==> src/core/otm_pkg.sv <==
// Shared constants and types for the over-temperature mask and limit bank.
// Assumes one 200 MHz core clock and an asynchronous active-low reset.
package otm_pkg;

  // Register command bytes
  localparam logic [7:0] OTM_ADDR_MASK2 = 8'h0D;
  localparam logic [7:0] OTM_ADDR_MASK3 = 8'h0E;
  localparam logic [7:0] OTM_ADDR_LOCAL = 8'h40;
  localparam logic [7:0] OTM_ADDR_R1T1 = 8'h41;
  localparam logic [7:0] OTM_ADDR_R2T1 = 8'h42;
  localparam logic [7:0] OTM_ADDR_R3 = 8'h43;
  localparam logic [7:0] OTM_ADDR_R4 = 8'h44;
  localparam logic [7:0] OTM_ADDR_R1T2 = 8'h49;
  localparam logic [7:0] OTM_ADDR_R2T2 = 8'h4A;

  // Power-on defaults
  localparam logic [7:0] OTM_RST_MASK2 = 8'h00;
  localparam logic [7:0] OTM_RST_MASK3 = 8'h07;
  localparam logic [7:0] OTM_RST_LOCAL = 8'h55;
  localparam logic [7:0] OTM_RST_R_T1 = 8'h6E;
  localparam logic [7:0] OTM_RST_R_CRIT = 8'h55;
  localparam logic [7:0] OTM_RST_R_T2 = 8'h55;
  localparam logic [7:0] OTM_RDATA_IDLE = 8'h00;

  // Field widths
  localparam int unsigned OTM_MASK_W = 5;
  localparam int unsigned OTM_LOCAL_W = 7;
  localparam int unsigned OTM_DATA_W = 8;
  localparam int unsigned OTM_HYST_W = 6;
  localparam logic [5:0] OTM_HYST_MAX = 6'h20;

  // Channel bit positions inside a mask
  localparam int unsigned OTM_CH_LOCAL = 0;
  localparam int unsigned OTM_CH_R1 = 1;
  localparam int unsigned OTM_CH_R2 = 2;
  localparam int unsigned OTM_CH_R3 = 3;
  localparam int unsigned OTM_CH_R4 = 4;

  // Comparator slots
  localparam int unsigned OTM_CMP_LOCAL = 0;
  localparam int unsigned OTM_CMP_R1T1 = 1;
  localparam int unsigned OTM_CMP_R2T1 = 2;
  localparam int unsigned OTM_CMP_R3 = 3;
  localparam int unsigned OTM_CMP_R4 = 4;
  localparam int unsigned OTM_CMP_R1T2 = 5;
  localparam int unsigned OTM_CMP_R2T2 = 6;
  localparam int unsigned OTM_NCMP = 7;

  typedef struct packed {
    logic [4:0] mask2;
    logic [4:0] mask3;
    logic [6:0] local_limit;
    logic [7:0] r1t1;
    logic [7:0] r2t1;
    logic [7:0] r3;
    logic [7:0] r4;
    logic [7:0] r1t2;
    logic [7:0] r2t2;
    logic [7:0] rdata;
  } otm_bank_state_type;

  typedef struct packed {
    logic err;
  } otm_cmp_state_type;

  // Mask readback with reserved upper bits forced low
  function automatic logic [7:0] otm_pad_mask(input logic [4:0] m);
    otm_pad_mask = {3'h0, m};
  endfunction

endpackage

==> src/core/otm_bank.sv <==
// Alarm mask and critical limit register bank for a five-channel monitor.
// Assumes a command-byte register port driven by the management bus engine,
// readings already converted to whole degrees, and hysteresis from outside.
//
// Operation
// The second alarm mask has one bit per channel (4..1 remote four..one, 0 local); set blocks.
// The third alarm mask is an independent five-bit mask with the same order; set blocks.
// Bits 7 to 5 of both mask registers always read as zero.
// The local limit is an unsigned 0..127 degree value in bits 6 to 0.
// Bit 7 of the local limit is read-only and reads as zero.
// The local limit is the threshold for the local error event.
// Each remote limit is a fully writable unsigned 0..255 degree byte.
// Remote one and two first-tier limits feed only the first output's events.
// Remote three and four limits feed the events of all three outputs.
// Remote one and two second-tier limits feed the second and third outputs.
// An error sets at reading >= limit and clears only below limit minus hysteresis.
// One shared 0..32 degree hysteresis lowers every limit for falling temperature.
// Each active-low alarm is asserted while any event its mask passes is true.
// Reset loads every mask and limit default before the first comparison.
module otm_bank (
  input wire logic clk_sys_i,
  input wire logic arst_n_i,
  input wire logic [7:0] reg_addr_i,
  input wire logic reg_wr_i,
  input wire logic [7:0] reg_wdata_i,
  input wire logic reg_rd_i,
  output logic [7:0] reg_rdata_o,
  input wire logic [7:0] reading_local_i,
  input wire logic [7:0] reading_remote1_i,
  input wire logic [7:0] reading_remote2_i,
  input wire logic [7:0] reading_remote3_i,
  input wire logic [7:0] reading_remote4_i,
  input wire logic [5:0] hyst_i,
  output logic [4:0] error_first_o,
  output logic [4:0] error_shared_o,
  output logic alarm_out_second_n_o,
  output logic alarm_out_third_n_o
);

  otm_pkg::otm_bank_state_type state;
  otm_pkg::otm_bank_state_type next_state;
  logic [7:0] rd_val;
  logic [5:0] hyst_eff;
  logic [7:0] cmp_reading [otm_pkg::OTM_NCMP];
  logic [7:0] cmp_limit [otm_pkg::OTM_NCMP];
  logic [otm_pkg::OTM_NCMP-1:0] cmp_err;
  logic [4:0] ev_first;
  logic [4:0] ev_shared;

  // Out-of-range hysteresis is clamped so a bad setting cannot latch alarms
  assign hyst_eff = (hyst_i > otm_pkg::OTM_HYST_MAX) ? otm_pkg::OTM_HYST_MAX : hyst_i;

  // Readings and limits per comparator slot
  always_comb begin
    cmp_reading[otm_pkg::OTM_CMP_LOCAL] = reading_local_i;
    cmp_reading[otm_pkg::OTM_CMP_R1T1] = reading_remote1_i;
    cmp_reading[otm_pkg::OTM_CMP_R2T1] = reading_remote2_i;
    cmp_reading[otm_pkg::OTM_CMP_R3] = reading_remote3_i;
    cmp_reading[otm_pkg::OTM_CMP_R4] = reading_remote4_i;
    cmp_reading[otm_pkg::OTM_CMP_R1T2] = reading_remote1_i;
    cmp_reading[otm_pkg::OTM_CMP_R2T2] = reading_remote2_i;
    cmp_limit[otm_pkg::OTM_CMP_LOCAL] = {1'b0, state.local_limit};
    cmp_limit[otm_pkg::OTM_CMP_R1T1] = state.r1t1;
    cmp_limit[otm_pkg::OTM_CMP_R2T1] = state.r2t1;
    cmp_limit[otm_pkg::OTM_CMP_R3] = state.r3;
    cmp_limit[otm_pkg::OTM_CMP_R4] = state.r4;
    cmp_limit[otm_pkg::OTM_CMP_R1T2] = state.r1t2;
    cmp_limit[otm_pkg::OTM_CMP_R2T2] = state.r2t2;
  end

  // One comparator per limit register
  for (genvar gi = 0; gi < otm_pkg::OTM_NCMP; gi++) begin : g_cmp
    otm_chan_cmp u_cmp (
      .clk_sys_i(clk_sys_i),
      .arst_n_i(arst_n_i),
      .reading_i(cmp_reading[gi]),
      .limit_i(cmp_limit[gi]),
      .hyst_i(hyst_eff),
      .err_o(cmp_err[gi])
    );
  end

  // Route comparator results to outputs by tier
  always_comb begin
    ev_first[otm_pkg::OTM_CH_LOCAL] = cmp_err[otm_pkg::OTM_CMP_LOCAL];
    ev_first[otm_pkg::OTM_CH_R1] = cmp_err[otm_pkg::OTM_CMP_R1T1];
    ev_first[otm_pkg::OTM_CH_R2] = cmp_err[otm_pkg::OTM_CMP_R2T1];
    ev_first[otm_pkg::OTM_CH_R3] = cmp_err[otm_pkg::OTM_CMP_R3];
    ev_first[otm_pkg::OTM_CH_R4] = cmp_err[otm_pkg::OTM_CMP_R4];
    ev_shared[otm_pkg::OTM_CH_LOCAL] = cmp_err[otm_pkg::OTM_CMP_LOCAL];
    ev_shared[otm_pkg::OTM_CH_R1] = cmp_err[otm_pkg::OTM_CMP_R1T2];
    ev_shared[otm_pkg::OTM_CH_R2] = cmp_err[otm_pkg::OTM_CMP_R2T2];
    ev_shared[otm_pkg::OTM_CH_R3] = cmp_err[otm_pkg::OTM_CMP_R3];
    ev_shared[otm_pkg::OTM_CH_R4] = cmp_err[otm_pkg::OTM_CMP_R4];
  end

  // First-output masking lives elsewhere, so raw events leave the block
  assign error_first_o = ev_first;
  assign error_shared_o = ev_shared;

  // Alarms are pure gating of flops; no extra delay on a critical path
  assign alarm_out_second_n_o = ~|(ev_shared & ~state.mask2); // see R1
  assign alarm_out_third_n_o = ~|(ev_shared & ~state.mask3); // see R2

  // Read mux; unmapped command bytes read as zero
  always_comb begin
    unique case (reg_addr_i)
      otm_pkg::OTM_ADDR_MASK2: rd_val = otm_pkg::otm_pad_mask(state.mask2);
      otm_pkg::OTM_ADDR_MASK3: rd_val = otm_pkg::otm_pad_mask(state.mask3);
      otm_pkg::OTM_ADDR_LOCAL: rd_val = {1'b0, state.local_limit};
      otm_pkg::OTM_ADDR_R1T1: rd_val = state.r1t1;
      otm_pkg::OTM_ADDR_R2T1: rd_val = state.r2t1;
      otm_pkg::OTM_ADDR_R3: rd_val = state.r3;
      otm_pkg::OTM_ADDR_R4: rd_val = state.r4;
      otm_pkg::OTM_ADDR_R1T2: rd_val = state.r1t2;
      otm_pkg::OTM_ADDR_R2T2: rd_val = state.r2t2;
      default: rd_val = otm_pkg::OTM_RDATA_IDLE;
    endcase
  end

  // Register writes and read capture; read returns the value before a same-cycle write
  always_comb begin
    next_state = state;
    if (reg_rd_i) begin
      next_state.rdata = rd_val;
    end
    if (reg_wr_i) begin
      unique case (reg_addr_i)
        otm_pkg::OTM_ADDR_MASK2: next_state.mask2 = reg_wdata_i[4:0];
        otm_pkg::OTM_ADDR_MASK3: next_state.mask3 = reg_wdata_i[4:0];
        otm_pkg::OTM_ADDR_LOCAL: next_state.local_limit = reg_wdata_i[6:0];
        otm_pkg::OTM_ADDR_R1T1: next_state.r1t1 = reg_wdata_i;
        otm_pkg::OTM_ADDR_R2T1: next_state.r2t1 = reg_wdata_i;
        otm_pkg::OTM_ADDR_R3: next_state.r3 = reg_wdata_i;
        otm_pkg::OTM_ADDR_R4: next_state.r4 = reg_wdata_i;
        otm_pkg::OTM_ADDR_R1T2: next_state.r1t2 = reg_wdata_i;
        otm_pkg::OTM_ADDR_R2T2: next_state.r2t2 = reg_wdata_i;
        default: ;
      endcase
    end
  end

  // Defaults load under reset, before any compare runs
  always_ff @(posedge clk_sys_i or negedge arst_n_i) begin
    if (!arst_n_i) begin
      state.mask2 <= otm_pkg::OTM_RST_MASK2[4:0];
      state.mask3 <= otm_pkg::OTM_RST_MASK3[4:0];
      state.local_limit <= otm_pkg::OTM_RST_LOCAL[6:0];
      state.r1t1 <= otm_pkg::OTM_RST_R_T1;
      state.r2t1 <= otm_pkg::OTM_RST_R_T1;
      state.r3 <= otm_pkg::OTM_RST_R_CRIT;
      state.r4 <= otm_pkg::OTM_RST_R_CRIT;
      state.r1t2 <= otm_pkg::OTM_RST_R_T2;
      state.r2t2 <= otm_pkg::OTM_RST_R_T2;
      state.rdata <= otm_pkg::OTM_RDATA_IDLE;
    end else begin
      state <= next_state;
    end
  end

  assign reg_rdata_o = state.rdata;
endmodule // otm_bank

==> src/core/otm_chan_cmp.sv <==
// One limit comparator with shared hysteresis for a temperature channel.
// Assumes readings and limits are whole degrees, synchronous to clk_sys_i.
module otm_chan_cmp (
  input wire logic clk_sys_i,
  input wire logic arst_n_i,
  input wire logic [7:0] reading_i,
  input wire logic [7:0] limit_i,
  input wire logic [5:0] hyst_i,
  output logic err_o
);

  otm_pkg::otm_cmp_state_type state;
  otm_pkg::otm_cmp_state_type next_state;
  logic [8:0] reading_plus_hyst;

  // Adding hysteresis to the reading avoids an underflow of limit minus hysteresis
  assign reading_plus_hyst = {1'b0, reading_i} + {3'h0, hyst_i};

  // Set at or above the limit, clear only below limit minus hysteresis
  always_comb begin
    next_state = state;
    if (reading_i >= limit_i) begin
      next_state.err = 1'b1;
    end else if (reading_plus_hyst < {1'b0, limit_i}) begin
      next_state.err = 1'b0; // see R11
    end
  end

  // Flag starts clear so no alarm fires before the first compare
  always_ff @(posedge clk_sys_i or negedge arst_n_i) begin
    if (!arst_n_i) begin
      state <= '0;
    end else begin
      state <= next_state;
    end
  end

  assign err_o = state.err;
endmodule // otm_chan_cmp

==> config.mk <==
export PLATFORM = sky130hd
export DESIGN_NAME = otm_bank
export DESIGN_NICKNAME = d
export VERILOG_FILES = /design/src/core/otm_pkg.sv /design/src/core/otm_bank.sv /design/src/core/otm_chan_cmp.sv
export SDC_FILE = /design/constraint.sdc
export NUM_CORES = 1
export LEC_CHECK = 0
export ABC_AREA = 1
export BUFFER_PORTS_ARGS = -buffer_cell sky130_fd_sc_hd__buf_2
export CAP_MARGIN = 20
export CORE_MARGIN = 5
export CORE_UTILIZATION = 50
export CTS_BUF_LIST = sky130_fd_sc_hd__clkbuf_4 sky130_fd_sc_hd__clkbuf_8
export CTS_CLUSTER_SIZE = 14
export DETAILED_ROUTE_END_ITERATION = 12
export GPL_TIMING_DRIVEN = 0
export PLACE_DENSITY = 0.77
export SYNTH_ARGS = -nofsm -noshare
export SYNTH_HDL_FRONTEND = slang
export SYNTH_SLANG_ARGS = --single-unit
==> constraint.sdc <==
create_clock -name clk_sys_i -period 2.6 [get_ports clk_sys_i]
set_input_delay 0.13 -clock clk_sys_i [delete_from_list [all_inputs] [get_ports clk_sys_i]]
set_output_delay 0.13 -clock clk_sys_i [all_outputs]
set_load 0.01 [all_outputs]
# Yosys cells after proc, flatten, opt, wreduce, memory -nomap -nowiden
# Index checks and enable logic that the tools add are counted.
dict set report totals {
  regBits 80
  latchBits 0
  ramBits 0
  mem_bits_ro 0
  in_bits 66
  out_inout_bits 20
  wordCells 86
  mem_count 0
}
dict set report op_classes {
  addsub 5
  multipliers 0
  n_div 0
  order_cmp 15
  eq_ne 9
  shifts 0
  n_mux 16
  n_bitwise 4
  n_reduce_logical 20
}
# op count
set op_table {}
lappend op_table {{8-bit one-hot mux with 9 select lines} 1}
lappend op_table {{8-bit by 7-bit equality test with 1-bit output, second input constant} 7}
lappend op_table {{9-bit by 8-bit less-than comparator with 1-bit output} 6}
lappend op_table {{8-bit greater-or-equal comparator} 6}
lappend op_table {{8-bit by 6-bit adder with 9-bit output} 5}
lappend op_table {{2-bit AND reduction} 9}
lappend op_table {{8-bit by 4-bit equality test with 1-bit output, second input constant} 2}
lappend op_table {{1-bit 2-to-1 mux} 14}
lappend op_table {{2-bit nonzero test} 7}
lappend op_table {{5-bit bitwise AND} 2}
lappend op_table {{5-bit inverter} 2}
lappend op_table {{5-bit OR reduction} 2}
lappend op_table {{9-bit by 7-bit less-than comparator with 1-bit output} 1}
lappend op_table {{8-bit by 7-bit greater-or-equal comparator with 1-bit output} 1}
lappend op_table {{6-bit greater-than comparator, second input constant} 1}
lappend op_table {{6-bit 2-to-1 mux} 1}
lappend op_table {{1-bit zero test} 2}

# Longest topological paths before layout
# Gate-level depths: netlist of run 1.
dict set report logic_depth {
  ltp_word 6
  mapped_depth 22
  depth_no_buf 22
}

# Hierarchy
# Synthesis of run 1 repeated with hierarchy kept, for this count alone.
dict set report hier_totals {
  cells_unflattened 1198
  hier_area_um2 8836.0
}
# mod n_inst cells_per_inst area_per_inst_um2 seq_area_each_um2
set modules_own_cells {}
lappend modules_own_cells {otm_chan_cmp 7 104 704.4 25.0}
lappend modules_own_cells {otm_bank 1 470 3905.0 1868.0}

# Worst setup path after synthesis of run 1
# No wires, ideal clock.
dict set report synth_path {
  kind {in2reg}
  startpoint {input port hyst_i[2]}
  endpoint {register g_cmp[6].u_cmp.state}
  arrival_ns 2.468
  required_time_ns 2.479
  path_slack_ns 0.011
  stages 20
  path_buffers 0
  path_cell_list {inv_1 nand4_1 o21ai_0 inv_1 nor2_1 ha_1 fa_1 nand3_1 nand3_1 a21o_1 a21oi_1 xnor2_1 ha_1 a21o_1 nand4_1 nand2_1 nor2_1 nand2_1 nand2_1 nand2_1}
}
dict set report synth_via {
  elab_chain_len 5
}
# element line_no
set synth_rtl {}
lappend synth_rtl {{from (decl)} otm_bank.sv:33} ;# input wire logic [5:0] hyst_i,
lappend synth_rtl {{6-bit greater-than comparator} otm_bank.sv:51} ;# assign hyst_eff = (hyst_i > otm_pkg::OTM_HYST_MAX) ? otm_pkg::OTM_HYST_MAX : hyst_i;
lappend synth_rtl {{6-bit 2-to-1 mux *} otm_bank.sv:51}
lappend synth_rtl {{8-bit by 6-bit adder with 9-bit output *} otm_chan_cmp.sv:17} ;# assign reading_plus_hyst = {1'b0, reading_i} + {3'h0, hyst_i};
lappend synth_rtl {{9-bit by 8-bit less-than comparator with 1-bit output *} otm_chan_cmp.sv:24} ;# end else if (reading_plus_hyst < {1'b0, limit_i}) begin
lappend synth_rtl {{2-bit nonzero test (no source line) *} -}
lappend synth_rtl {{to (signal assigned)} otm_chan_cmp.sv:34} ;# state <= next_state;
lappend synth_rtl {{to (decl)} otm_chan_cmp.sv:12} ;# otm_pkg::otm_cmp_state_type state;
# Every way passes the cells marked *; elsewhere a longest branch is shown, timed or not.
# A chain may end at the register's enable or synchronous reset.

# Worst setup path after layout of run 1
# Ends and elaborated chain as after synthesis.

==> results of run 1 <==
==> area by class of cell <==
cell class                      count  area (um^2)
Sequential cell                    80         2043
Clock inverter                      5        106.4
Fill cell                        1428         6300
Multi-Input combinational cell    793         5393
Timing Repair Buffer              103        644.4
Tap cell                          216        270.3
Inverter                          147        556.8
Buffer                             30        260.3
Clock buffer                       11        138.9
==> cells in the final DEF (no fill, tap or decap), drive strengths merged, types with 15 or more instances in the layout <==
cell type / count
nor2: 68
nand3: 69
dfrtp: 47
a21oi: 60
o21a: 15
dfstp: 33
nand2: 264
inv: 147
nor3: 15
buf: 132
nand4: 23
o21ai: 87
ha: 133
xor2: 18
==> per-layer routing <==
layer | track usage | vias up | share of wire | wire (um)
met5 | 0 | - | 0 | 0
met4 | 0.06047 | 0 | 0.026 | 566
met3 | 0.03886 | 42 | 0.047 | 1029
met2 | 0.4081 | 179 | 0.48 | 10630
met1 | 0.3051 | 3430 | 0.44 | 9704
li1 | - | 3714 | - | -
==> worst min-delay path, cell delays in order <==
cell and delay, ns:
buf_2 0.10, nand2_1 0.05, o21ai_0 0.06
==> path summary, 6_finish.rpt <==
path                                                 from                          endpoint  slack (ns)  cells past startpoint
worst max register to register  cmp_limit[42]$_DFFE_PN1P_  g_cmp[1].u_cmp.err_o$_DFFE_PN0P_        0.91                     12
worst max-delay path                            hyst_i[2]  g_cmp[6].u_cmp.err_o$_DFFE_PN0P_        0.08                     22
max in group asynchronous                        arst_n_i         cmp_limit[10]$_DFFE_PN1P_        1.78                      3
worst min-delay path                       reg_wdata_i[1]             state[69]$_DFFE_PN0P_        0.03                      3
min in group asynchronous                        arst_n_i        reg_rdata_o[1]$_DFFE_PN0P_        0.17                      2
worst min register to register   cmp_limit[4]$_DFFE_PN1P_          cmp_limit[4]$_DFFE_PN1P_        0.48                      2
==> timing repair <==
item,in CTS,in global routing
hold endpoints to repair,23,0
gates resized for setup,29,44
buffers inserted,10,7
pin swaps,17,36
setup endpoints to repair,7,7
hold buffers,1,0
==> Yosys cell counts (5+ instances only) <==
cell type and count:
a21o_1 8, a21oi_1 60, buf_4 19, buf_6 6
dfrtp_1 47, dfstp_2 33, fa_1 5, ha_1 133
inv_1 143, nand2_1 259, nand3_1 62, nand4_1 22
nor2_1 61, nor3_1 13, o21a_1 15, o21ai_0 63
o21ai_1 9, o21ai_2 15, xnor2_1 11, xor2_1 18
==> through the flow <==
step	instances	worst slack [ns]
final	1385	0.08176
after CTS	1378	0.001866
after detailed placement	1351	-0.9483
after floorplan	1050	0.01067
after global placement	1349	-0.9962
after global routing	1385	-0.05942
==> registers in the layout, summed over array words and instances, names as in the netlist <==
name and flops:
g_cmp.u_cmp.err_o 7, cmp_limit 55, reg_rdata_o 8, state 10
==> cell families (layout without fill, tap and decap cells) <==
group,count (synthesis),count (layout),synth area share
AND/OR/NAND/NOR,443,443,0.2531
AO/OA/AOI/OAI,183,183,0.1328
buffers and inverters,177,296,0.1028
adder cells (fa/ha/maj),138,138,0.2221
flip-flops,80,80,0.2572
XOR/XNOR,29,29,0.03197
==> power groups by stage <==
stage | logic (W) | clock network, W | registers (W)
after floorplan | 0.000843 | 0 | 0.00138
after global placement | 0.00113 | 0 | 0.00140
after detailed placement | 0.00119 | 0 | 0.00140
after CTS | 0.00124 | 0.00114 | 0.00138
after global routing | 0.00152 | 0.00120 | 0.00139
final | 0.00132 | 0.00114 | 0.00138
==> results.md, run 1 <==
- The insertion delay of the later-clocked pin in the worst-skew pair is 0.37 ns.
- The finished cells cover 0.009413 mm^2.
- On the critical path the largest part of the delay comes from adder cells.
- The number of antenna repair diodes is 0.
- The number of input and output port buffers inserted is 83.
- Entering global routing, the biggest net connects 63 pins.
- The critical path goes through buf_6 > inv_2 > nand4_1 > o21ai_1 > inv_2 > nor2_4 > buf_6 > ha_4 > fa_2 > nand3_2 > nand3_4 > a21o_1 > a21oi_2 > xnor2_2 > ha_1 > a21o_1 > nand4_1 > nand2_1 > nor2_1 > nand2_1 > nand2_1 > nand2_1.
- The slowest stage of the critical path is the fa_2 cell.
- The most numerous cell on the critical path is nand2_1.
- The tree built by TritonCTS fans out to 80 sinks.
- Data on the critical path arrives at its endpoint at 2.76 ns.
- The synthesized design spends more area on one cell type than any other, namely ha_1.
- The worst vdd rail ir drop is 0.2327 mV.
- At the pin with the least slew margin, the transition time is 0.6578 ns.
- The DRC violation count after routing is 0.
- The switching power share of the total is 0.3360.
- The violation count after the first detailed-routing iteration is 439.
- Synthesis produced a netlist whose cell count is 1050.
- The floorplan step defined a die boundary enclosing 0.01851 mm^2.
- Measured on the finished design, the core utilization comes to 0.5991.
- The average footprint of a synthesized cell is 7.566 um^2.
- For this run, the post-layout net count is 1368.
- Power comes to 0.003841 W.
- Yosys attributes the largest share of cell area to ha_1, dfrtp_1, nand2_1.
- The fraction of final layout cells sized beyond drive strength 1 is 0.2327.
- The via count of the first global-routing pass is 7089.
- The tightest min-delay check is of the in2reg type.
- The final worst-path cycle share is 0.9686.
- Of all nets on the critical path, the largest fanout is 3.
- The starting utilization of the core area is 0.5056.
- The die is 136.0 um wide.
- The count of synthesis-stage warnings from yosys is 0.
- Setup repair after global routing could not meet its margin everywhere.
- The detail-routed via count per cell is 5.318.
- The register bit total from synthesis is 80.
- The total negative setup slack is 0 ns.
- The async set or reset register ratio after synthesis is 1.000.
- The combined buffer and inverter count along the critical path is 4.
- The total power divided by cell area is 408.1 mW/mm^2.
- Dividing the detail-routed wire length by the instance count gives 15.83 um.
- In this run, synthesis inferred 0 flip-flops with an integrated enable.
- The largest single stage delay on the critical path is 0.35 ns.
- The area inside the core boundary is 0.01571 mm^2.
- Derived from the worst setup path, the maximum achievable clock frequency is 0.3971 GHz.
- The number of different library cells in the post-synthesis netlist is 43.
- Once placement finished, the instance area stood at 0.008671 mm^2.
- Across the run, the number of max-cap violations was 0.
- Summing over every cut layer, the via total after detailed routing is 7365.
- Summed over all cells, the static leakage comes to 4.596 nW.
- The critical path class is in2reg.
- The net switching power is 0.001291 W.
- The share of total power dissipated in the clock network is 0.297.
- Once detail routing completed, the nets flagged for antenna violations numbered 0.
- The first global-routing pass estimated 34710 um of wire.
- The relative contribution of sequential cells to total power is 0.359.
- The type of element launching the critical path is an input pin.
- TritonCTS built the clock tree.
- Clock tree synthesis inserted a total of 9 buffers.
- Cell internal power was estimated by the tool at 0.002551 W.
- The area share of the largest cell type after synthesis is 0.2095.
- In the global route stage, overall resource usage came out at 0.2354.
- In this run the count of I/O pins placed on the die edge is 86.
- The required time at the worst-slack endpoint is 2.84 ns.
- The time the final worst path needs with I/O delays and setup is 2.518 ns.
- The number of core rows is 46.
- The run finished with clean final reports.
- The most used flip-flop cell after synthesis is dfrtp_1.
- The hold violation count in the final report came to 0.
- The count of pins over their slew limit is 0.
- The initial antenna violation count is 0.
- The buffer cell driving the clock tree root is clkbuf_8.
- The clock transition at the registers of the reported paths is 0.08 ns.
- The summed instance area of the synthesized netlist is 0.007944 mm^2.
- The worst setup path is captured at a flip-flop.
- The synthesis-to-layout area growth is 18.49%.
- The count of H-tree levels built during CTS is 3.
- The half-perimeter wire length of the detailed placement result is 16850 um.
- The longest clock path from root to sink contains 2 buffers.
- The sequential cell area fraction in the yosys report is 0.2572.
- The first-pass iteration count of the detailed router is 5.
- The overall die height is 136.0 um.
- The final setup skew is 0.01594 ns.
- The total of endpoints with negative setup slack in the final report is 0.
- The relative slew slack is 0.5610.
- The congestion estimate from routability-driven global placement came to 0.9411.
- The final worst hold slack is 0.02958 ns.
- The combinational cell fraction of total power is 0.344.
- The number of nets handed over by synthesis was 1254.
- The overall overflow remaining after global route is 0.
- For this block, the routed nets add up to 21930 um of wire.
Note: power is estimated with default switching activity, not from simulation.
==> inputs of run 2 (changes only) <==
- CORE_MARGIN: 5 -> 1.5
- REMOVE_ABC_BUFFERS: default -> 1
- clock period: 2.6 -> 2.7 ns (I/O delays scaled with it)
==> run 2 against run 1 <==
  * Core utilization down 1.7 points
  * Combinational power shrank 9.8%
  * Clock power is 12% lower
  * Count of clock-buffer cells in the layout decreased by 1
  * Via count is 3.1% lower
  * Register-to-register slack better by 0.09 ns
  * Largest power group unchanged
  * Highest routed layer unchanged
==> results.md, run 2 (same netlist as run 1, synthesis figures left out) <==
- The end of the worst register-to-register path is g_cmp[2].u_cmp.err_o$_DFFE_PN0P_ (was g_cmp[1].u_cmp.err_o$_DFFE_PN0P_).
- The starting utilization of the core area came to 0.5168 (was 0.5056).
- The relative slew slack was 0.5321 (was 0.5610).
- The number of core rows is 45 (was 46).
- The required time at the worst-slack endpoint is 2.96 ns (was 2.84 ns).
- The first-pass iteration count of the detailed router is 5 (unchanged).
- The global placement routability congestion was 0.8950 (was 0.9411).
- The number of I/O pins was 86 (unchanged).
- The initial antenna violation count is 0 (unchanged).
- Status: finished clean (unchanged).
- The total routing usage reported by global routing is 0.2542 (was 0.2354).
- The count of cells along the worst hold path is 3 (unchanged).
- In the finished design, the share of the clock period the worst path needs comes to 0.9604.
- Crit path cell chain: buf_2 > inv_1 > nand4_1 > o21ai_2 > inv_2 > nor2_4 > buf_6 > ha_2 > fa_2 > nand3_2 > nand3_2 > a31oi_4 > xor2_1 > inv_1 > ha_1 > a21o_1 > nand4_1 > nand2_1 > nor2_1 > nand2_1 > nand2_1 > nand2_1 (was buf_6 > inv_2 > nand4_1 > o21ai_1 > inv_2 > nor2_4 > buf_6 > ha_4 > fa_2 > nand3_2 > nand3_4 > a21o_1 > a21oi_2 > xnor2_2 > ha_1 > a21o_1 > nand4_1 > nand2_1 > nor2_1 > nand2_1 > nand2_1 > nand2_1).
- The setup slack at placement came to -0.7982 ns (was -0.9483 ns).
- After layout, the minimum clock period comes to 2.593 ns.
- The reported leakage power was 4.402 nW (was 4.596 nW).
- The most numerous cell on the critical path is nand2_1 (unchanged).
- The synthesis-to-layout area growth is 12.55% (was 18.49%).
- The reported max-cap violation count is 0 (unchanged).
- The type of the tightest min-delay check is in2reg (unchanged).
- The count of clock tree sinks is 80 (unchanged).
- The via count of the first global-routing pass came to 6805 (was 7089).
- The global-route wire length before repair is 32860 um (was 34710 um).
- The maximum clock insertion buffer count was 2 (unchanged).
- The kind of capture point of the worst setup path is a flip-flop (unchanged).
- The endpoint of the worst hold-timing path is state[69]$_DFFE_PN0P_ (unchanged).
- The wire length reported by the detailed router is 20550 um (was 21930 um).
- The highest net fanout along the worst path is 3 (unchanged).
- The buffer cell driving the clock tree root is clkbuf_8 (unchanged).
- The reg-to-reg setup timing slack is 1.00 ns (was 0.91 ns).
- The number of flip-flops in the largest register is 55 (unchanged).
- The total number of vias was 7139 (was 7365).
- The overall die height came to 129.0 um (was 136.0 um).
- The DRC violation count after routing was 0 (unchanged).
- The violation count after the first detailed-routing iteration is 425 (was 439).
- The type of element launching the critical path was an input pin (unchanged).
- The TritonCTS clock tree is built (unchanged).
- The number of fill cells in the layout is 1446 (was 1428).
- The path depth of the worst reg2reg path is 12 (unchanged).
- The clock transition at the registers of the reported paths is 0.09 ns (was 0.08 ns).
- The fraction of final layout cells sized beyond drive strength 1 came to 0.1972 (was 0.2327).
- The count of pins over their slew limit was 0 (unchanged).
- The post-layout worst setup margin came to 0.1069 ns (was 0.08176 ns).
- The area inside the core boundary is 0.01537 mm^2 (was 0.01571 mm^2).
- The total power divided by cell area was 393.7 mW/mm^2 (was 408.1 mW/mm^2).
- The detail-routed via count per cell is 5.300 (was 5.318).
- The number of input and output port buffers inserted was 85 (was 83).
- The overall overflow remaining after global route is 0 (unchanged).
- The origin of the critical flop-to-flop path is cmp_limit[35]$_DFFE_PN1P_ (was cmp_limit[42]$_DFFE_PN1P_).
- The slew at the pin with the worst max-slew slack is 0.6981 ns (was 0.6578 ns).
- Most used cells in the layout excluding fill and tap cells: nand2_1, inv_1, ha_1 (unchanged).
- The beginning of the worst hold path is reg_wdata_i[1] (unchanged).
- The critical path class is in2reg (unchanged).
- The arrival time at the worst endpoint was 2.85 ns (was 2.76 ns).
- The area enclosed by the die boundary is 0.01665 mm^2 (was 0.01851 mm^2).
- The count of H-tree levels built during CTS came to 3 (unchanged).
- The final worst hold slack is 0.02163 ns (was 0.02958 ns).
- The most common cell after layout, fill and taps aside is nand2_1 (unchanged).
- The standard cell with the maximum stage delay on the critical path is fa_2 (unchanged).
- The overall power consumption was 0.003520 W (was 0.003841 W).
- The number of clock buffers inserted by TritonCTS is 9 (unchanged).
- The number of antenna-violating nets in the routed design is 0 (unchanged).
- The hold violation count in the final report was 0 (unchanged).
- The largest net degree at the start of global routing is 67 (was 63).
- The average wire per cell in the routed design came to 15.25 um (was 15.83 um).
- The number of antenna repair diodes is 0 (unchanged).
- The final setup skew is 0.01461 ns (was 0.01594 ns).
- The total of endpoints with negative setup slack in the final report is 0 (unchanged).
- The final net count is 1335 (was 1368).
- The largest stage delay on the critical path was 0.42 ns (was 0.35 ns).
- The x dimension of the die came to 129.0 um (was 136.0 um).
- The insertion delay of the later-clocked pin in the worst-skew pair was 0.36 ns (was 0.37 ns).
- The half-perimeter wire length of the detailed placement result came to 16200 um (was 16850 um).
- Derived from the worst setup path, the maximum achievable clock frequency is 0.3856 GHz.
- The worst vdd rail ir drop was 0.2928 mV (was 0.2327 mV).
run 2: cell types whose count changed in the layout (fill, tap and decap cells not counted), moves of 2 or more:
cell / delta
ha_4: -6
nand3_2: +2
buf_6: -11
buf_8: -2
inv_1: +4
nand3_4: -3
a21oi_1: +4
buf_2: +3
inv_2: -4
clkinv_4: +2
buf_4: -22
ha_1: +5
a21oi_2: -4
run 2: how the worst max path moves through the flow:
stage	endpoint	from	slack (ns)	depth (start not counted)
5_1_grt	g_cmp[3].u_cmp.err_o$_DFFE_PN0P_	hyst_i[1]	-0.01	24
3_3_place_gp	g_cmp[6].u_cmp.err_o$_DFFE_PN0P_	hyst_i[5]	-0.88	16
4_1_cts	g_cmp[4].u_cmp.err_o$_DFFE_PN0P_	hyst_i[2]	0.003	22
6_report	g_cmp[3].u_cmp.err_o$_DFFE_PN0P_	hyst_i[1]	0.11	22
3_5_place_dp	g_cmp[6].u_cmp.err_o$_DFFE_PN0P_	hyst_i[2]	-0.80	20
2_1_floorplan	g_cmp[6].u_cmp.err_o$_DFFE_PN0P_	hyst_i[2]	0.10	20
run 2: routing by layer:
metal | track usage | share of wire
met1 | 0.3428 | 0.47
met3 | 0.04046 | 0.048
met5 | 0 | 0
met4 | 0.07469 | 0.021
met2 | 0.4225 | 0.46
run 2: worst max-delay path, delay by kind of cell:
| kind | cells | cell delay (ns) |
|---|---|---|
| fa+ha+maj | 3 | 0.90 |
| xor+xnor | 1 | 0.15 |
| buf+inv | 5 | 0.43 |
| simple gates | 10 | 0.77 |
| compound gates | 3 | 0.46 |
run 2: area by class of cell:
cell class	count	area [um^2]	area share
multi-input combinational	793	5271	0.5896
sequential	80	2043	0.2285
timing repair buffer	100	580.6	0.06493
inverter	147	556.8	0.06227
tap	211	264.0	0.02953
clock buffer	10	131.4	0.01469
clock inverter	6	93.84	0.01050
run 2: timing repair:
item,in CTS,in global routing
resized for setup,14,31
endpoints found under the hold margin,53,0
hold buffers,1,0
setup buffers,4,8
endpoints found under the setup margin,7,7
pin swaps,6,22
run 2: where the power goes:
group | internal [W] | switching, W
logic | 0.000495 | 0.000696
clock network | 0.000536 | 0.000465
registers | 0.00128 | 0.0000519
total | 0.00231 | 0.00121
run 2: through the flow:
| step | util | TNS, ns | cell area, um^2 | std cells |
|---|---|---|---|---|
| 6_report | 0.5817 | 0 | 8941 | 1347 |
| 2_1_floorplan | - | 0 | 7684 | 1020 |
| 5_1_grt | 0.5817 | -0.02357 | 8941 | 1347 |
| 3_5_place_dp | 0.5474 | -4.793 | 8414 | 1318 |
| 3_3_place_gp | 0.5447 | -5.429 | 8373 | 1316 |
| 4_1_cts | 0.5678 | 0 | 8728 | 1339 |
==> inputs of run 3 (changes only) <==
- CORE_MARGIN: 1.5 -> default
==> run 3 against run 2 <==
  * Non-clock buffer count rose by 3
  * Register-to-register slack got worse by 0.04 ns
  * Clock skew grew 0.0059 ns
  * Cell count is 0.22% higher
  * Hold slack better by 0.013 ns
  * Count of clock-buffer cells in the layout did not move
  * Sequential cell count is the same
  * Final area increased by 0.60%
  * Sequential share of layout area decreased by 0.14 points
==> results.md, run 3 (same netlist as run 1, synthesis figures left out) <==
- The TritonCTS clock tree is built (unchanged).
- The starting utilization of the core area is 0.5168 (unchanged).
- The total instance count after detailed placement is 1318 (unchanged).
- The most numerous cell on the critical path is nand2_1 (unchanged).
- The final setup skew is 0.02052 ns (was 0.01461 ns).
- The half-perimeter wire length of the detailed placement result is 15920 um (was 16200 um).
- The kind of capture point of the worst setup path was a flip-flop (unchanged).
- The initial antenna violation count came to 0 (unchanged).
- The area inside the core boundary is 0.01537 mm^2 (unchanged).
- The wire length reported by the detailed router is 20280 um (was 20550 um).
- The synthesis-to-layout area growth was 13.23% (was 12.55%).
- The count of H-tree levels built during CTS is 3 (unchanged).
- The count of pins over their slew limit is 0 (unchanged).
- The buffer cell driving the clock tree root is clkbuf_8 (unchanged).
- The violation count after the first detailed-routing iteration is 504 (was 425).
- The standard cell with the maximum stage delay on the critical path is fa_2 (unchanged).
- Crit path cell chain: buf_2 > inv_1 > nand4_1 > o21ai_0 > inv_1 > nor2_4 > buf_4 > ha_4 > fa_2 > nand3_1 > nand3_2 > a21o_1 > a21oi_2 > xnor2_2 > ha_1 > a21o_1 > nand4_1 > nand2_1 > nor2_1 > nand2_1 > nand2_1 > nand2_1 (was buf_2 > inv_1 > nand4_1 > o21ai_2 > inv_2 > nor2_4 > buf_6 > ha_2 > fa_2 > nand3_2 > nand3_2 > a31oi_4 > xor2_1 > inv_1 > ha_1 > a21o_1 > nand4_1 > nand2_1 > nor2_1 > nand2_1 > nand2_1 > nand2_1).
- The total power divided by cell area is 384.6 mW/mm^2 (was 393.7 mW/mm^2).
- The global placement routability congestion is 0.8897 (was 0.8950).
- The clock transition at the registers of the reported paths is 0.10 ns (was 0.09 ns).
- The via count of the first global-routing pass came to 6453 (was 6805).
- The total negative setup slack came to 0 ns (unchanged).
- The area after detailed placement is 0.008414 mm^2 (unchanged).
- The average wire per cell in the routed design came to 15.02 um (was 15.25 um).
- The required time at the worst-slack endpoint is 2.97 ns (was 2.96 ns).
- The fraction of final layout cells sized beyond drive strength 1 is 0.2028 (was 0.1972).
- The combined buffer and inverter count along the critical path is 4 (was 5).
- Most used cells in the layout excluding fill and tap cells: nand2_1, inv_1, ha_1 (unchanged).
- The insertion delay of the later-clocked pin in the worst-skew pair was 0.38 ns (was 0.36 ns).
- The number of fill cells in the layout is 1412 (was 1446).
- The largest net degree at the start of global routing is 69 (was 67).
- The time the final worst path needs with I/O delays and setup came to 2.591 ns (was 2.593 ns).
- The first element of the critical path is hyst_i[3] (was hyst_i[1]).
- The maximum clock insertion buffer count is 2 (unchanged).
- The relative slew slack is 0.5607 (was 0.5321).
- The final worst-path cycle share is 0.9595 (was 0.9604).
- The total number of vias came to 7108 (was 7139).
- The non-filler instance count after layout is 1350 (was 1347).
- The beginning of the worst hold path is reg_wdata_i[1] (unchanged).
- The number of antenna repair diodes is 0 (unchanged).
- The worst vdd rail ir drop is 0.3012 mV (was 0.2928 mV).
- The total routing usage reported by global routing is 0.2523 (was 0.2542).
- The number of clock buffers inserted by TritonCTS was 9 (unchanged).
- The number of I/O pins came to 86 (unchanged).
- The final net count was 1338 (was 1335).
- The reg-to-reg setup timing slack came to 0.96 ns (was 1.00 ns).
- The overall die height came to 128.0 um (was 129.0 um).
- The type of element launching the critical path was an input pin (unchanged).
- The slew at the pin with the worst max-slew slack came to 0.6554 ns (was 0.6981 ns).
- Status: finished clean (unchanged).
- The arrival time at the worst endpoint is 2.87 ns (was 2.85 ns).
- The highest net fanout along the worst path came to 2 (was 3).
- The core occupancy in the finished layout is 0.5852 (was 0.5817).
- The final standard cell area without fillers was 0.008995 mm^2 (was 0.008941 mm^2).
- The number of core rows is 45 (unchanged).
- The first-pass iteration count of the detailed router is 5 (unchanged).
- The origin of the critical flop-to-flop path is cmp_limit[35]$_DFFE_PN1P_ (unchanged).
- The most common cell after layout, fill and taps aside was nand2_1 (unchanged).
- The area enclosed by the die boundary is 0.01640 mm^2 (was 0.01665 mm^2).
- The type of the tightest min-delay check is in2reg (unchanged).
- The largest stage delay on the critical path is 0.34 ns (was 0.42 ns).
- The global-route wire length before repair came to 31910 um (was 32860 um).
- The DRC violation count after routing came to 0 (unchanged).
- The total of endpoints with negative setup slack in the final report is 0 (unchanged).
- The number of antenna-violating nets in the routed design is 0 (unchanged).
- The critical path class is in2reg (unchanged).
- The detail-routed via count per cell is 5.265 (was 5.300).
- The overall overflow remaining after global route is 0 (unchanged).
- The reported leakage power is 4.408 nW (was 4.402 nW).
- The critical path's top delay family is adder cells (unchanged).
- The x dimension of the die was 128.0 um (was 129.0 um).
- The hold violation count in the final report is 0 (unchanged).
- The number of flip-flops in the largest register came to 55 (unchanged).
- The count of clock tree sinks is 80 (unchanged).
- The maximum frequency from static timing analysis came to 0.3860 GHz (was 0.3856 GHz).
- The reported max-cap violation count is 0 (unchanged).
- The number of input and output port buffers inserted came to 85 (unchanged).
==> run 3: worst reg2reg max path: stages, from the launching register on <==
cell and delay (ns):
dfstp_2 0.54, inv_1 0.08, ha_1 0.32, nand2_1 0.08
nand2_1 0.05, a21oi_1 0.13, nand2_1 0.09, nand2_1 0.06
nand2_1 0.05, nand2_1 0.05, nand3b_1 0.07, nand2_1 0.06
nand2_1 0.04
==> run 3: area by class of cell <==
cell class / instances / area, um^2 / share of cell area
well taps: 211 / 264.0 / 0.02935
multi-input cells: 793 / 5304 / 0.5897
flip-flops and latches: 80 / 2043 / 0.2272
inverters: 147 / 556.8 / 0.06190
clock inverters: 6 / 71.32 / 0.007929
repair buffers: 103 / 624.3 / 0.06941
clock buffers: 10 / 131.4 / 0.01461
==> run 3: report_power, final <==
group	switching [W]	leakage, nW	internal [W]
logic	0.000702	3.36	0.000510
clock network	0.000479	0.0961	0.000442
registers	0.0000499	0.955	0.00128
==> run 3: layer usage <==
metal	vias up	wire, um	global-route usage	share of wire
li1	3654	-	-	-
met3	17	1106	0.03005	0.055
met5	-	0	0	0
met1	3267	9411	0.3485	0.46
met4	0	172	0.04429	0.0085
met2	170	9586	0.4284	0.47
==> run 3: per-stage QoR <==
step / total power, W / hold WS, ns / setup slack [ns]
4_1_cts: 0.003397 / 0.03217 / 0.001650
3_3_place_gp: 0.002410 / 0.3871 / -0.8965
3_5_place_dp: 0.002463 / 0.002137 / -0.7961
6_report: 0.003459 / 0.03493 / 0.1094
2_1_floorplan: 0.002111 / -0.1606 / 0.1040
5_1_grt: 0.003695 / 0.04377 / -0.03049
==> run 3: path summary, 6_finish.rpt <==
| check | to | cells past startpoint |
|---|---|---|
| max | g_cmp[6].u_cmp.err_o$_DFFE_PN0P_ | 22 |
| min in group asynchronous | g_cmp[2].u_cmp.err_o$_DFFE_PN0P_ | 2 |
| max reg2reg | g_cmp[2].u_cmp.err_o$_DFFE_PN0P_ | 12 |
| min | state[69]$_DFFE_PN0P_ | 3 |
| min reg2reg | g_cmp[1].u_cmp.err_o$_DFFE_PN0P_ | 2 |
| max in group asynchronous | cmp_limit[54]$_DFFE_PN1P_ | 3 |
==> run 3: timing repair <==
action	CTS	global route
gates resized for setup	13	34
pin swaps	5	24
hold endpoints to repair	53	0
endpoints found under the setup margin	7	7
hold buffers	1	0
buffers inserted	4	11
